`src/core/mrr_pkg.sv`:
```
// Constants shared by the measurement register readout block.
// Assumes a single 25 MHz clock and an asynchronous active-low reset.
//
// Notes on behaviour
// - Range bit picks 2 mV or 6 mV steps.
// - High-voltage input steps 8 mV or 16 mV.
// - Five-bit selector maps thirteen legal input codes.
// - Writing ADC selection starts a conversion.
// - Pending set while request awaits converter.
// - Active while converting, cleared on copy.
// - Done reads 0 converting, 1 complete.
// - Result bits 12..5 fill high byte.
// - Averaging runs apart from single conversions.
// - Average is sample/8 plus 7/8 old.
// - Separate enables b5 and b2 per channel.
// - Interval field picks 1, 2, 4, 8 ms.
// - Readout code 00 standard, 11 high-voltage.
// - Ten-bit average split over 0x05 and 0x06.
// - Readout selection persists, result stays live.
// - Average readable at once, settles later.
// - Four-bit field picks status group shown.
// - Valid bit set when record holds group and link_ok is high.
// - Record refreshes while selection unchanged.
// - Range b7, b6-b5 zero, selector b4-b0.
// - Low byte: result, pending, active, done.
// - Read returns consecutive bytes, host NACK ends.
package mrr_pkg;
  // Link instructions and device address
  localparam logic [6:0] DEV_ADDR = 7'h2A; // Arbitrary value
  localparam logic [7:0] INSTR_WR = 8'h51;
  localparam logic [7:0] INSTR_RD = 8'h52;
  localparam logic [3:0] BYTE_BITS = 4'h8;
  // Register offsets
  localparam logic [7:0] ADR_ADC_SEL = 8'h00;
  localparam logic [7:0] ADR_ADC_LO = 8'h01;
  localparam logic [7:0] ADR_ADC_HI = 8'h02;
  localparam logic [7:0] ADR_AVG_CTL = 8'h03;
  localparam logic [7:0] ADR_AVG_SEL = 8'h04;
  localparam logic [7:0] ADR_AVG_LO = 8'h05;
  localparam logic [7:0] ADR_AVG_HI = 8'h06;
  localparam logic [7:0] ADR_MON_SEL = 8'h07;
  localparam logic [7:0] ADR_MON_REC = 8'h08;
  // Field positions
  localparam int RANGE_BIT = 7;
  localparam int HV_EN_BIT = 5;
  localparam int CUR_EN_BIT = 2;
  localparam int VALID_BIT = 7;
  // Channel codes
  localparam logic [4:0] CH_V_LAST = 5'h08;
  localparam logic [4:0] CH_HV = 5'h09;
  localparam logic [4:0] CH_SUPPLY = 5'h0C;
  localparam logic [4:0] CH_CUR = 5'h10;
  localparam logic [4:0] CH_HV_CUR = 5'h13;
  // Step sizes in microvolts
  localparam logic [15:0] STEP_V_LO = 16'h07D0;
  localparam logic [15:0] STEP_V_HI = 16'h1770;
  localparam logic [15:0] STEP_HV_LO = 16'h1F40;
  localparam logic [15:0] STEP_HV_HI = 16'h3E80;
  // Averaging
  localparam logic [1:0] SEL_CUR = 2'h0;
  localparam logic [1:0] SEL_HV = 2'h3;
  localparam int AVG_SHIFT = 3;
  localparam int SAMPLE_BASE_US = 1000;
  localparam int CLK_MHZ = 25;
  localparam int SAMPLE_BASE_CYC = SAMPLE_BASE_US * CLK_MHZ;
  // Status groups
  localparam int MON_GROUPS = 7;
endpackage

```
`src/core/mrr_bus_if.sv`:
```
// Byte-level carrier between the serial engine and the register file.
// Assumes both ends run on the same clock.
`timescale 1ns/1ps
interface mrr_bus_if;
  logic sta;
  logic sto;
  logic rx_stb;
  logic [7:0] rx_data;
  logic rd_stb;
  logic [7:0] tx_data;
  modport eng (output sta, sto, rx_stb, rx_data, rd_stb, input tx_data);
  modport regs (input sta, sto, rx_stb, rx_data, rd_stb, output tx_data);
endinterface

```
`src/core/mrr_i2c_eng.sv`:
```
// Serial byte engine: start/stop detect, address match, byte shift and acknowledge.
// Assumes the serial clock is slow against clk; pins are synchronised here.
`timescale 1ns/1ps
module mrr_i2c_eng import mrr_pkg::*; (
  input wire logic clk,
  input wire logic arst_n,
  input wire logic scl_in,
  input wire logic sda_in,
  output logic sda_oe,
  mrr_bus_if.eng bus
);
  typedef enum logic [2:0] {S_IDLE, S_ADDR, S_RX, S_TX} mrr_eng_e;
  mrr_eng_e st_reg;
  logic [1:0] scl_s_reg, sda_s_reg;
  logic scl_d_reg, sda_d_reg;
  logic [7:0] sh_reg;
  logic [3:0] cnt_reg;
  logic ack_reg, sta_reg, sto_reg, rx_reg, rd_reg;
  // ************************************
  // Pin synchronisers and edge finding
  // ************************************
  always_ff @(posedge clk or negedge arst_n) begin
    if (!arst_n) begin
      scl_s_reg <= 2'h3;
      sda_s_reg <= 2'h3;
      scl_d_reg <= 1'b1;
      sda_d_reg <= 1'b1;
    end else begin
      scl_s_reg <= {scl_s_reg[0], scl_in};
      sda_s_reg <= {sda_s_reg[0], sda_in};
      scl_d_reg <= scl_s_reg[1];
      sda_d_reg <= sda_s_reg[1];
    end
  end
  wire scl = scl_s_reg[1];
  wire sda = sda_s_reg[1];
  wire scl_rise = scl && !scl_d_reg;
  wire scl_fall = !scl && scl_d_reg;
  wire start_c = scl && scl_d_reg && !sda && sda_d_reg;
  wire stop_c = scl && scl_d_reg && sda && !sda_d_reg;
  wire full = (cnt_reg == BYTE_BITS);
  wire addr_hit = (sh_reg[7:1] == DEV_ADDR);
  // ************************************
  // Byte sequencer
  // ************************************
  always_ff @(posedge clk or negedge arst_n) begin
    if (!arst_n) begin
      st_reg <= S_IDLE;
      sh_reg <= 8'h00;
      cnt_reg <= 4'h0;
      ack_reg <= 1'b0;
      sda_oe <= 1'b0;
      sta_reg <= 1'b0;
      sto_reg <= 1'b0;
      rx_reg <= 1'b0;
      rd_reg <= 1'b0;
    end else begin
      sta_reg <= start_c;
      sto_reg <= stop_c;
      rx_reg <= 1'b0;
      rd_reg <= 1'b0;
      if (start_c) begin
        st_reg <= S_ADDR;
        cnt_reg <= 4'h0;
        ack_reg <= 1'b0;
        sda_oe <= 1'b0;
      end else if (stop_c) begin
        st_reg <= S_IDLE;
        sda_oe <= 1'b0;
      end else if (scl_rise && st_reg != S_IDLE) begin
        if (st_reg != S_TX && !ack_reg) begin
          sh_reg <= {sh_reg[6:0], sda};
          cnt_reg <= cnt_reg + 4'h1;
        end else if (st_reg == S_TX && ack_reg && sda) begin
          st_reg <= S_IDLE; // Host NACK ends the read
        end
      end else if (scl_fall) begin
        unique case (st_reg)
          S_IDLE: begin
            sda_oe <= 1'b0;
          end
          S_ADDR, S_RX: begin
            if (!ack_reg && full) begin
              if (st_reg == S_ADDR && !addr_hit) begin
                st_reg <= S_IDLE;
              end else begin
                ack_reg <= 1'b1;
                sda_oe <= 1'b1;
                rx_reg <= (st_reg == S_RX);
              end
            end else if (ack_reg) begin
              ack_reg <= 1'b0;
              cnt_reg <= 4'h0;
              sda_oe <= 1'b0;
              if (st_reg == S_ADDR && sh_reg[0]) begin
                st_reg <= S_TX;
                sh_reg <= bus.tx_data;
                sda_oe <= !bus.tx_data[7];
                cnt_reg <= 4'h1;
                rd_reg <= 1'b1;
              end else begin
                st_reg <= S_RX;
              end
            end
          end
          S_TX: begin
            if (ack_reg) begin
              ack_reg <= 1'b0; // Next consecutive byte
              sh_reg <= bus.tx_data;
              sda_oe <= !bus.tx_data[7];
              cnt_reg <= 4'h1;
              rd_reg <= 1'b1;
            end else if (full) begin
              ack_reg <= 1'b1;
              sda_oe <= 1'b0;
            end else begin
              sh_reg <= {sh_reg[6:0], 1'b0};
              sda_oe <= !sh_reg[6];
              cnt_reg <= cnt_reg + 4'h1;
            end
          end
        endcase
      end
    end
  end
  // Byte events to the register file
  assign bus.sta = sta_reg;
  assign bus.sto = sto_reg;
  assign bus.rx_stb = rx_reg;
  assign bus.rx_data = sh_reg;
  assign bus.rd_stb = rd_reg;
endmodule

```
`src/core/mrr_top.sv`:
```
// Measurement register file: conversion control, current averaging, status groups.
// Assumes converter handshakes and status groups arrive on clk; pins are asynchronous.
`timescale 1ns/1ps
module mrr_top import mrr_pkg::*; #(
  parameter int BASE_CYC = SAMPLE_BASE_CYC
) (
  input wire logic clk,
  input wire logic arst_n,
  input wire logic scl_in,
  input wire logic sda_in,
  output logic sda_out,
  output logic sda_oe,
  output logic adc_start_reg,
  output logic [4:0] adc_chan_reg,
  output logic adc_range_reg,
  output logic [15:0] adc_step_reg,
  input wire logic adc_begin,
  input wire logic adc_end,
  input wire logic [12:0] adc_data,
  input wire logic [9:0] cur_sample,
  input wire logic [9:0] hv_sample,
  input wire logic [MON_GROUPS*8-1:0] mon_groups,
  input wire logic link_ok
);
  mrr_bus_if bus ();
  logic oe_w;
  mrr_i2c_eng u_eng (
    .clk(clk),
    .arst_n(arst_n),
    .scl_in(scl_in),
    .sda_in(sda_in),
    .sda_oe(oe_w),
    .bus(bus)
  );
  // Open-drain pin only ever pulls low
  always_ff @(posedge clk or negedge arst_n) begin
    if (!arst_n) begin
      sda_out <= 1'b0;
      sda_oe <= 1'b0;
    end else begin
      sda_out <= 1'b0;
      sda_oe <= oe_w;
    end
  end
  // ************************************
  // Transaction decode
  // ************************************
  logic [7:0] instr_reg, ptr_reg;
  logic [1:0] idx_reg;
  wire wr_any = bus.rx_stb && idx_reg[1] && instr_reg == INSTR_WR;
  wire wr_adc = wr_any && ptr_reg == ADR_ADC_SEL;
  wire wr_ctl = wr_any && ptr_reg == ADR_AVG_CTL;
  wire wr_asel = wr_any && ptr_reg == ADR_AVG_SEL;
  wire wr_mon = wr_any && ptr_reg == ADR_MON_SEL;
  // Byte index: instruction, register address, then data
  always_ff @(posedge clk or negedge arst_n) begin
    if (!arst_n) begin
      instr_reg <= 8'h00;
      ptr_reg <= 8'h00;
      idx_reg <= 2'h0;
    end else begin
      if (bus.sta) begin
        idx_reg <= 2'h0;
      end else if (bus.rx_stb) begin
        if (idx_reg == 2'h0) begin
          instr_reg <= bus.rx_data;
        end
        if (idx_reg == 2'h1) begin
          ptr_reg <= bus.rx_data;
        end
        if (!idx_reg[1]) begin
          idx_reg <= idx_reg + 2'h1;
        end
      end
      if (wr_any || (bus.rd_stb && instr_reg == INSTR_RD)) begin
        ptr_reg <= ptr_reg + 8'h01; // Consecutive register bytes
      end
    end
  end
  // ************************************
  // Single conversion control
  // ************************************
  logic pend_reg, act_reg, done_reg;
  logic [12:0] res_reg;
  always_ff @(posedge clk or negedge arst_n) begin
    if (!arst_n) begin
      adc_chan_reg <= 5'h00;
      adc_range_reg <= 1'b0;
      adc_start_reg <= 1'b0;
      pend_reg <= 1'b0;
      act_reg <= 1'b0;
      done_reg <= 1'b0;
      res_reg <= 13'h0000;
    end else begin
      adc_start_reg <= wr_adc; // Write alone starts a conversion
      if (wr_adc) begin
        adc_range_reg <= bus.rx_data[RANGE_BIT];
        adc_chan_reg <= bus.rx_data[4:0];
        pend_reg <= 1'b1;
        act_reg <= 1'b0;
        done_reg <= 1'b0;
      end else if (pend_reg && adc_begin) begin
        pend_reg <= 1'b0;
        act_reg <= 1'b1;
      end else if (act_reg && adc_end) begin
        res_reg <= adc_data;
        act_reg <= 1'b0;
        done_reg <= 1'b1;
      end
    end
  end
  // Step size for the chosen input and range
  wire ch_volt = adc_chan_reg <= CH_V_LAST || adc_chan_reg == CH_SUPPLY;
  wire ch_hv = adc_chan_reg == CH_HV;
  wire ch_cur = adc_chan_reg == CH_CUR || adc_chan_reg == CH_HV_CUR;
  wire [15:0] step_v = adc_range_reg ? STEP_V_HI : STEP_V_LO;
  wire [15:0] step_hv = adc_range_reg ? STEP_HV_HI : STEP_HV_LO;
  // Unlisted codes give no step; host must avoid them
  wire [15:0] step_sel = ch_hv ? step_hv : ((ch_volt || ch_cur) ? step_v : 16'h0000);
  always_ff @(posedge clk or negedge arst_n) begin
    if (!arst_n) begin
      adc_step_reg <= 16'h0000;
    end else begin
      adc_step_reg <= step_sel;
    end
  end
  // ************************************
  // Current averaging
  // ************************************
  logic [1:0] intv_reg, asel_reg;
  logic [1:0] en_reg;
  logic [15:0] base_reg;
  logic [2:0] ms_reg;
  wire ms_tick = base_reg == 16'(BASE_CYC - 1);
  wire [2:0] intv_mask = 3'((4'h1 << intv_reg) - 4'h1);
  wire samp_tick = ms_tick && (ms_reg & intv_mask) == intv_mask;
  // Control registers and interval timer, apart from conversions
  always_ff @(posedge clk or negedge arst_n) begin
    if (!arst_n) begin
      intv_reg <= 2'h0;
      asel_reg <= 2'h0;
      en_reg <= 2'h0;
      base_reg <= 16'h0000;
      ms_reg <= 3'h0;
    end else begin
      base_reg <= ms_tick ? 16'h0000 : base_reg + 16'h0001;
      if (ms_tick) begin
        ms_reg <= ms_reg + 3'h1;
      end
      if (wr_ctl) begin
        intv_reg <= bus.rx_data[1:0];
        en_reg <= {bus.rx_data[HV_EN_BIT], bus.rx_data[CUR_EN_BIT]};
      end
      if (wr_asel) begin
        asel_reg <= bus.rx_data[1:0]; // Held until rewritten
      end
    end
  end
  logic [12:0] acc_reg [2];
  wire [9:0] samp [2];
  assign samp[0] = cur_sample;
  assign samp[1] = hv_sample;
  // Accumulator holds eight times the average
  genvar g;
  generate
    for (g = 0; g < 2; g++) begin : g_avg
      wire [12:0] acc_next = acc_reg[g] - (acc_reg[g] >> AVG_SHIFT) + 13'(samp[g]);
      always_ff @(posedge clk or negedge arst_n) begin
        if (!arst_n) begin
          acc_reg[g] <= 13'h0000;
        end else if (!en_reg[g]) begin
          acc_reg[g] <= 13'h0000;
        end else if (samp_tick) begin
          acc_reg[g] <= acc_next;
        end
      end
    end
  endgenerate
  // Selected live average, readable from enable onward
  wire [9:0] avg_cur = acc_reg[0][12:AVG_SHIFT];
  wire [9:0] avg_hv = acc_reg[1][12:AVG_SHIFT];
  wire [9:0] avg_sel = asel_reg == SEL_HV ? avg_hv : (asel_reg == SEL_CUR ? avg_cur : 10'h000);
  // ************************************
  // Status group record
  // ************************************
  logic [1:0] link_s_reg;
  logic [3:0] msel_reg;
  logic [7:0] rec_reg;
  logic fresh_reg;
  wire [7:0] grp = msel_reg < 4'(MON_GROUPS) ? mon_groups[msel_reg*8 +: 8] : 8'h00;
  wire valid = fresh_reg && link_s_reg[1];
  always_ff @(posedge clk or negedge arst_n) begin
    if (!arst_n) begin
      link_s_reg <= 2'h0;
      msel_reg <= 4'h0;
      rec_reg <= 8'h00;
      fresh_reg <= 1'b0;
    end else begin
      link_s_reg <= {link_s_reg[0], link_ok};
      if (wr_mon) begin
        msel_reg <= bus.rx_data[3:0];
      end
      rec_reg <= grp;
      fresh_reg <= !wr_mon;
    end
  end
  // ************************************
  // Read data, only listed bits visible
  // ************************************
  wire [7:0] rd_adc_sel = {adc_range_reg, 2'h0, adc_chan_reg};
  wire [7:0] rd_adc_lo = {res_reg[4:0], pend_reg, act_reg, done_reg};
  wire [7:0] rd_adc_hi = res_reg[12:5];
  wire [7:0] rd_ctl = {2'h0, en_reg[1], 2'h0, en_reg[0], intv_reg};
  wire [7:0] rd_avg_hi = {6'h00, avg_sel[9:8]};
  wire [7:0] rd_mon = {valid, 3'h0, msel_reg};
  assign bus.tx_data = instr_reg != INSTR_RD ? 8'h00 :
    ptr_reg == ADR_ADC_SEL ? rd_adc_sel :
    ptr_reg == ADR_ADC_LO ? rd_adc_lo :
    ptr_reg == ADR_ADC_HI ? rd_adc_hi :
    ptr_reg == ADR_AVG_CTL ? rd_ctl :
    ptr_reg == ADR_AVG_SEL ? {6'h00, asel_reg} :
    ptr_reg == ADR_AVG_LO ? avg_sel[7:0] :
    ptr_reg == ADR_AVG_HI ? rd_avg_hi :
    ptr_reg == ADR_MON_SEL ? rd_mon :
    ptr_reg == ADR_MON_REC ? rec_reg : 8'h00;
  // ************************************
  // Checks
  // ************************************
  a_write_starts: assert property (@(posedge clk) disable iff (!arst_n)
    wr_adc |=> adc_start_reg && pend_reg && !done_reg ##1 !adc_start_reg)
    else $error("conversion not started by write");
  a_pend_to_active: assert property (@(posedge clk) disable iff (!arst_n)
    pend_reg && adc_begin && !wr_adc |=> act_reg && !pend_reg)
    else $error("pending did not become active");
  a_result_copy: assert property (@(posedge clk) disable iff (!arst_n)
    act_reg && adc_end && !wr_adc |=> done_reg && !act_reg && res_reg == $past(adc_data))
    else $error("result copy wrong");
  a_done_low_busy: assert property (@(posedge clk) disable iff (!arst_n)
    (pend_reg || act_reg) |-> !done_reg)
    else $error("done set while converting");
  a_high_byte: assert property (@(posedge clk) disable iff (!arst_n)
    instr_reg == INSTR_RD && ptr_reg == ADR_ADC_HI |-> bus.tx_data == res_reg[12:5])
    else $error("high byte wrong");
  a_avg_update: assert property (@(posedge clk) disable iff (!arst_n)
    samp_tick && en_reg[0] && !wr_ctl |=>
      acc_reg[0] == $past(acc_reg[0]) - ($past(acc_reg[0]) >> AVG_SHIFT) + 13'($past(cur_sample)))
    else $error("average step wrong");
  a_avg_off_zero: assert property (@(posedge clk) disable iff (!arst_n)
    !en_reg[1] && !wr_ctl |=> acc_reg[1] == 13'h0000)
    else $error("disabled channel averaging");
  a_interval_gap: assert property (@(posedge clk) disable iff (!arst_n)
    samp_tick |-> base_reg == 16'(BASE_CYC - 1) && (intv_reg == 2'h0 || ms_reg[0]) &&
      (intv_reg < 2'h2 || ms_reg[1]) && (intv_reg != 2'h3 || ms_reg[2]))
    else $error("sample off its interval");
  a_mon_valid: assert property (@(posedge clk) disable iff (!arst_n)
    wr_mon |=> !valid ##1 (valid == link_s_reg[1]))
    else $error("valid bit wrong after select");
  a_record_live: assert property (@(posedge clk) disable iff (!arst_n)
    !wr_mon && $stable(msel_reg) && msel_reg < 4'(MON_GROUPS) |=>
      rec_reg == $past(mon_groups[msel_reg*8 +: 8]))
    else $error("record not refreshed");
  a_reserved_zero: assert property (@(posedge clk) disable iff (!arst_n)
    ptr_reg == ADR_AVG_HI |-> bus.tx_data[7:2] == 6'h00)
    else $error("reserved bits not zero");
endmodule

```
`config.mk`:
```
export PLATFORM = sky130hd
export DESIGN_NAME = mrr_top
export DESIGN_NICKNAME = d
export VERILOG_FILES = /design/src/core/mrr_pkg.sv /design/src/core/mrr_bus_if.sv /design/src/core/mrr_i2c_eng.sv /design/src/core/mrr_top.sv
export SDC_FILE = /design/constraint.sdc
export NUM_CORES = 1
export LEC_CHECK = 0
export ABC_CLOCK_PERIOD_IN_PS = 4600
export BUFFER_PORTS_ARGS = -buffer_cell sky130_fd_sc_hd__buf_2
export CAP_MARGIN = 10
export CORE_MARGIN = 2
export CORE_UTILIZATION = 63
export DETAILED_ROUTE_END_ITERATION = 7
export PLACE_DENSITY = 0.86
export SYNTH_ARGS = -nofsm -noshare
export SYNTH_HDL_FRONTEND = slang
export SYNTH_SLANG_ARGS = --single-unit
```
`constraint.sdc`:
```
create_clock -name clk -period 4.6 [get_ports clk]
set_input_delay 0.69 -clock clk [delete_from_list [all_inputs] [get_ports clk]]
set_output_delay 0.69 -clock clk [all_outputs]
set_load 0.02 [all_outputs]
```
**After elaboration in Yosys (flattened, before gate mapping)**

Index checks and enable logic that the tools add are counted.

- Logic and storage cells: 277
- Register bits after elaboration: 148
- Bits of input ports: 96

- Bitwise gates (word level): 6
- Add/subtract/negate cells: 10
- Reduce and logical (&&, ||, !) cells: 70
- Muxes and demuxes: 103
- Shifts and indexed selects: 2
- Order comparisons: 2
- Equal/unequal tests: 48

Operators by type and width:

| cell | number |
|---|---|
| 2-to-1 mux 8 bit | 23 |
| 2-to-1 mux 13 bit | 6 |
| variable part select 56 x 8 -> 8 bit | 1 |
| 2-to-1 mux 1 bit | 42 |
| 2-to-1 mux 4 bit | 9 |
| == test 8 x 3 -> 1 bit, second input constant | 4 |
| 2-to-1 mux 3 bit | 10 |
| 2-to-1 mux 14 bit | 2 |
| adder 13 x 10 -> 13 bit | 2 |
| subtractor 13 x 10 -> 13 bit | 2 |
| logical AND 1 bit | 25 |
| 2-to-1 mux 10 bit | 2 |
| nonzero test 3 bit | 6 |
| adder 16 x 1 -> 16 bit, second input constant | 1 |
| == test 16 x 15 -> 1 bit, second input constant | 1 |
| == test 8 x 2 -> 1 bit, second input constant | 2 |
| == test 8 x 7 -> 1 bit, second input constant | 2 |
| 2-to-1 mux 16 bit | 1 |
| one-hot mux 8 bit (2 select lines) | 1 |
| nonzero test 2 bit | 7 |
| != test 4 x 2 -> 1 bit, second input constant | 3 |
| nonzero test 4 bit | 3 |
| == test 5 x 4 -> 1 bit, second input constant | 2 |
| == test 5 bit, second input constant | 2 |
| 47 further kinds | 82 |

**Depth between registers and ports, before layout**

- Depth after elaboration: 20
- Gate-level depth with buffers: 11

**Hierarchy**

From an unflattened synthesis, not the netlist that was laid out.

- Cell total of the unflattened synthesis: 986
- Area, all modules: 9311.4 µm²

By module, submodules not included:

| module | times used | area an instance (µm²) | cells an instance | seq. area each (µm²) |
|---|---|---|---|---|
| mrr_top | 1 | 7791.2 | 846 | 2902.8 |
| mrr_i2c_eng | 1 | 1520.2 | 140 | 658.1 |

**Worst setup path before layout**

OpenSTA, ideal clock, no wires.

- Path type: input-to-reg
- Start point: input cur_sample[1]
- End point: register acc_reg[23] (netlist bit)
- Stages on the path: 10
- Setup slack: 1.480 ns
- Setup time: 0.082 ns
- Arrival time: 3.038 ns
- Required time: 4.518 ns
- Path through: inv_1 fa_1 inv_1 fa_1 a211oi_1 o21ai_0 and3_1 or3_1 xnor2_1 o22ai_1

- Word-level cells in the longest chain between the ends: 3

RTL lines:

| item | RTL line | source |
|---|---|---|
| start, declared | mrr_top.sv:20 | `input wire logic [9:0] cur_sample,` |
| adder 13 x 10 -> 13 bit | mrr_top.sv:167 | `wire [12:0] acc_next = acc_reg[g] - (acc_reg[g] >> AVG_SHIFT) + 13'(samp[g]);` |
| 2-to-1 mux 13 bit | mrr_top.sv:173 | `end else if (samp_tick) begin` |
| 2-to-1 mux 13 bit | mrr_top.sv:171 | `end else if (!en_reg[g]) begin` |
| end signal, assigned by index | mrr_top.sv:174 | `acc_reg[g] <= acc_next;` |
| end, declared | mrr_top.sv:159 | `logic [12:0] acc_reg [2];` |

No other way between the ends. The select of a mux whose other input is x is not followed.
A chain may end at the register's enable or synchronous reset.

**Worst setup path after layout**

- Start point: register ptr_reg[7]
- End point: register res_reg[2]

- Word-level cells in the longest chain between the ends: 4

RTL lines:

| item | RTL line | source |
|---|---|---|
| start, declared | mrr_top.sv:48 | `logic [7:0] instr_reg, ptr_reg;` |
| start signal, assigned | mrr_top.sv:69 | `ptr_reg <= bus.rx_data;` |
| start signal, assigned | mrr_top.sv:76 | `ptr_reg <= ptr_reg + 8'h01;` |
| logical NOT 8 bit | mrr_top.sv:51 | `wire wr_adc = wr_any && ptr_reg == ADR_ADC_SEL;` |
| logical AND 1 bit | mrr_top.sv:51 |  |
| inverter 1 bit (no source line) | n/a |  |
| AND reduction 3 bit (no source line) | n/a |  |
| end signal, assigned | mrr_top.sv:106 | `res_reg <= adc_data;` |
| end, declared | mrr_top.sv:84 | `logic [12:0] res_reg;` |

No other way between the ends.

==> impl_summary.txt <==
----------------------------------------------------
[Min path]
  Critical hold path startpoint ... sda_in
  Hold Crit Endpoint ... u_eng.sda_s_reg[0]
  Worst hold path depth ... 1
  Path category of the worst min-delay check ... input pin to register

[Final layout]
  Area of combinational cells with multiple inputs ... 4996 sq um
  Antenna diode instance count ... 0
  Sequential cell area ... 3536 sq um
  Flip-flop count of the largest register after layout ... 26
  Design Area, Final ... 10450 sq um
  Fillers ... 1082
  Proportion of layout cells with a drive suffix above 1 ... 0.2026
  Final layout net count ... 1223
  Synth-to-layout area growth ... 13.89%

[STA]
  Final total negative setup slack ... 0 ns
  Unrepaired setup endpoints after global routing ... false
  Time the final worst path needs with I/O delays and setup ... 3.139 ns
  Setup slack after layout ... 1.461 ns
  Clock skew ... 0.01518 ns
  Final-report hold violation count ... 0
  Part of the cycle the worst path needs ... 0.6823
  Max-slew headroom at the worst pin ... 0.2118
  Number of setup violations in the final report ... 0
  Highest Clock Rate ... 318.6 MHz
  Actual transition at the worst max-transition pin ... 1.180 ns
  Count of pins over their slew limit ... 0

[Die]
  Std-Cell Core Area ... 14370 sq um
  Top Ports ... 121
  Die boundary width ... 124.7 microns
  Total number of placement rows ... 44
  Full die area ... 15550 sq um
  Initial standard-cell utilization of the core ... 0.6386
  Vertical extent of the die ... 124.7 microns

[Synthesis]
  Synth area leaders ... sky130_fd_sc_hd__dfrtp_1 37%, sky130_fd_sc_hd__ha_1 5.3%, sky130_fd_sc_hd__mux2_2 4.9%
  Post-synthesis instance total ... just under 1000
  Post-synthesis area per instance ... 9.402 sq um
  Most numerous cell in the Yosys netlist ... sky130_fd_sc_hd__dfrtp_1
  Share of the yosys chip area belonging to registers ... 0.3853
  Flop and latch count out of synthesis ... 141
  Prevailing post-synth register cell ... sky130_fd_sc_hd__dfrtp_1
  Number of enable flip-flop cells after synthesis ... 0
  Commonest cells post-synth ... 135 x sky130_fd_sc_hd__dfrtp_1, 110 x sky130_fd_sc_hd__inv_1, 74 x sky130_fd_sc_hd__nand2_1
  Summed instance area of the synthesized netlist ... 9176 sq um
  Fraction of synthesis flops using an asynchronous set or reset pin ... 1.000
  Portion of synthesized cell area occupied by the leading cell type ... 0.3681
  Number of synthesis warnings ... 0
  Post-synth top area cell ... sky130_fd_sc_hd__dfrtp_1
  Library cells used by synthesis ... 80

[Detailed routing]
  Routed length per instance ... 18.08 microns
  Met3 Routed Length ... 2025 microns
  Number of iterations in the first detailed-routing pass ... 6
  Top routing layer used ... met4
  Routed via count divided by cell count ... 6.302
  Detailed Route Iter0 Violations ... 868
  Final wirelength ... 22870 microns
  M1 wire length ... 9178 microns
  Remaining antenna violation count after routing ... 0
  Overall via count from detail_route ... around 8000
  Total length of routed met2 wires ... 11090 microns
  Count of unresolved DRC violations after routing ... 0

[Worst setup path]
  Startpoint class of the critical path ... register
  Start point of the critical path ... ptr_reg[7]
  Crit Path Class ... register to register
  Worst reg2reg path startpoint ... ptr_reg[7]
  Endpoint type of the worst setup path ... register
  Crit path DAT ... between 3 and 4 ns
  Register-to-register setup slack ... 1.46 ns
  Crit Reg-Reg Endpoint ... res_reg[2]
  Worst EP required ... 4.91 ns
  Largest fanout of any net on the critical path ... 13
  Number of cells on the worst reg-to-reg path ... 5

[Global routing]
  Wire length of the first global-routing pass ... 37690 microns
  Total congestion overflow after global routing ... 0
  Initial antenna violation count ... 0
  Pin count of the biggest net entering global routing ... 112
  Overall Global Routing Usage ... 0.3027
  Number of global-route vias before repair ... 7676

[Placement]
  Placement-stage worst setup slack ... 1.122 ns
  Post-place instance area ... between 9000 and 10000 sq um
  Port bufs ... 113
  HPWL after detailed placement ... 16240 microns
  GPL Wtd Cong ... 0.9372

[Flow run]
  Max_cap viols ... 0

[CTS]
  Clock latency reported for the late side of the worst-skew pair ... 0.43 ns
  Hold Buf Count CTS ... 0
  CTS sink count ... 141
  H-tree depth ... 4
  Clk Tree Root Cell ... sky130_fd_sc_hd__clkbuf_16
  Number of buffers added for setup after CTS ... 0
  Clock-pin slew on the worst setup and hold paths ... 0.06 ns
  TritonCTS buffer count ... 17
  Maximum clock path buffer count ... 2
  Gates resized, CTS repair ... 0
  CTS tree ... yes

[Power and ir drop]
  Ratio of total power to cell area ... 320.6 nW/um^2
  Reported leakage power ... roughly 4.8 nW
  Worst voltage drop across the vdd grid ... 0.3833 mV
  Total power ... roughly 0.0034 W

[Outcome]
  Run status ... complete, no violations

----------------------------------------------------
[through the flow]
| step | hold WS, ns | util | std cells |
|---|---|---|---|
| 5_1_grt | 0.3421 | 0.7274 | 1265 |
| 3_3_place_gp | 0.3381 | 0.6815 | 1233 |
| 2_1_floorplan | 0.3312 | - | 982 |
| 6_report | 0.3525 | 0.7274 | 1265 |
| 3_5_place_dp | 0.3491 | 0.6815 | 1233 |
| 4_1_cts | 0.3457 | 0.7274 | 1265 |
[routing by layer]
metal | GRT usage | vias to the layer above
met5 | 0 | -
met4 | 0.09253 | 0
met3 | 0.07045 | 70
met2 | 0.5053 | 480
met1 | 0.3952 | 3776
li1 | - | 3646
[report_power, final]
group,internal (W),total [W],switching (W)
sequential,0.00130,0.00142,0.000112
clock,0.000974,0.00154,0.000561
combinational,0.000176,0.000399,0.000223
[cell type report]
type	count	share of cell area
inverter	110	0.03951
multi-input combinational	679	0.4780
sequential	141	0.3383
tap	184	0.02203
clock buffer	18	0.04106
clock inverter	14	0.02203
timing repair buffer	119	0.05902
[kinds of logic (layout without fill, tap and decap cells)]
| kind of cell | Yosys count | count (layout) | synth area share |
|---|---|---|---|
| other | 1 | 7 | 0.0004087 |
| adder cells (fa/ha/maj) | 59 | 59 | 0.09681 |
| flip-flops | 141 | 141 | 0.3853 |
| XOR/XNOR | 32 | 32 | 0.03054 |
| AND/OR/NAND/NOR | 289 | 289 | 0.1643 |
| multiplexers | 59 | 59 | 0.08072 |
| buffers and inverters | 162 | 261 | 0.07268 |
| AO/OA/AOI/OAI | 233 | 233 | 0.1692 |
[layout by cell type (no fill, tap or decap), types with 8 or more instances in the layout]
master	count
sky130_fd_sc_hd__nor3_1	13
sky130_fd_sc_hd__o22ai_1	8
sky130_fd_sc_hd__a22oi_1	9
sky130_fd_sc_hd__a31oi_1	8
sky130_fd_sc_hd__nand2b_1	9
sky130_fd_sc_hd__mux4_2	8
sky130_fd_sc_hd__xor2_1	14
sky130_fd_sc_hd__and3_1	10
sky130_fd_sc_hd__buf_2	112
sky130_fd_sc_hd__xnor2_1	18
sky130_fd_sc_hd__nor2_1	63
sky130_fd_sc_hd__nand2_1	74
sky130_fd_sc_hd__nand4_1	11
sky130_fd_sc_hd__clkbuf_16	17
sky130_fd_sc_hd__inv_1	110
sky130_fd_sc_hd__ha_1	39
sky130_fd_sc_hd__nor2b_1	9
sky130_fd_sc_hd__dfrtp_1	135
sky130_fd_sc_hd__or3_1	11
sky130_fd_sc_hd__o211ai_1	9
sky130_fd_sc_hd__or4_1	9
sky130_fd_sc_hd__o21ai_0	44
sky130_fd_sc_hd__fa_1	20
sky130_fd_sc_hd__mux2_2	40
sky130_fd_sc_hd__a21oi_1	59
sky130_fd_sc_hd__and2_1	8
sky130_fd_sc_hd__a211oi_1	19
sky130_fd_sc_hd__mux2i_1	11
sky130_fd_sc_hd__nand3_1	30
[worst max-delay path by stage]
| stage | slack (ns) | to | cells past startpoint |
|---|---|---|---|
| final | 1.46 | res_reg[2] | 5 |
| after global routing | 1.25 | acc_reg[23] | 9 |
| after CTS | 1.49 | acc_reg[23] | 9 |
| after detailed placement | 1.12 | acc_reg[23] | 11 |
| after global placement | 1.21 | acc_reg[23] | 11 |
| after floorplan | 1.48 | acc_reg[23] | 10 |
[worst max-delay path, stage by stage, from the launching register on]
cell	delay, ns
sky130_fd_sc_hd__dfrtp_1	0.43
sky130_fd_sc_hd__or4_1	0.78
sky130_fd_sc_hd__nor2_2	0.31
sky130_fd_sc_hd__nand2_1	0.24
sky130_fd_sc_hd__o2111ai_2	0.81
sky130_fd_sc_hd__mux2_2	0.43
No activity file was read; power rests on OpenSTA's default activity.
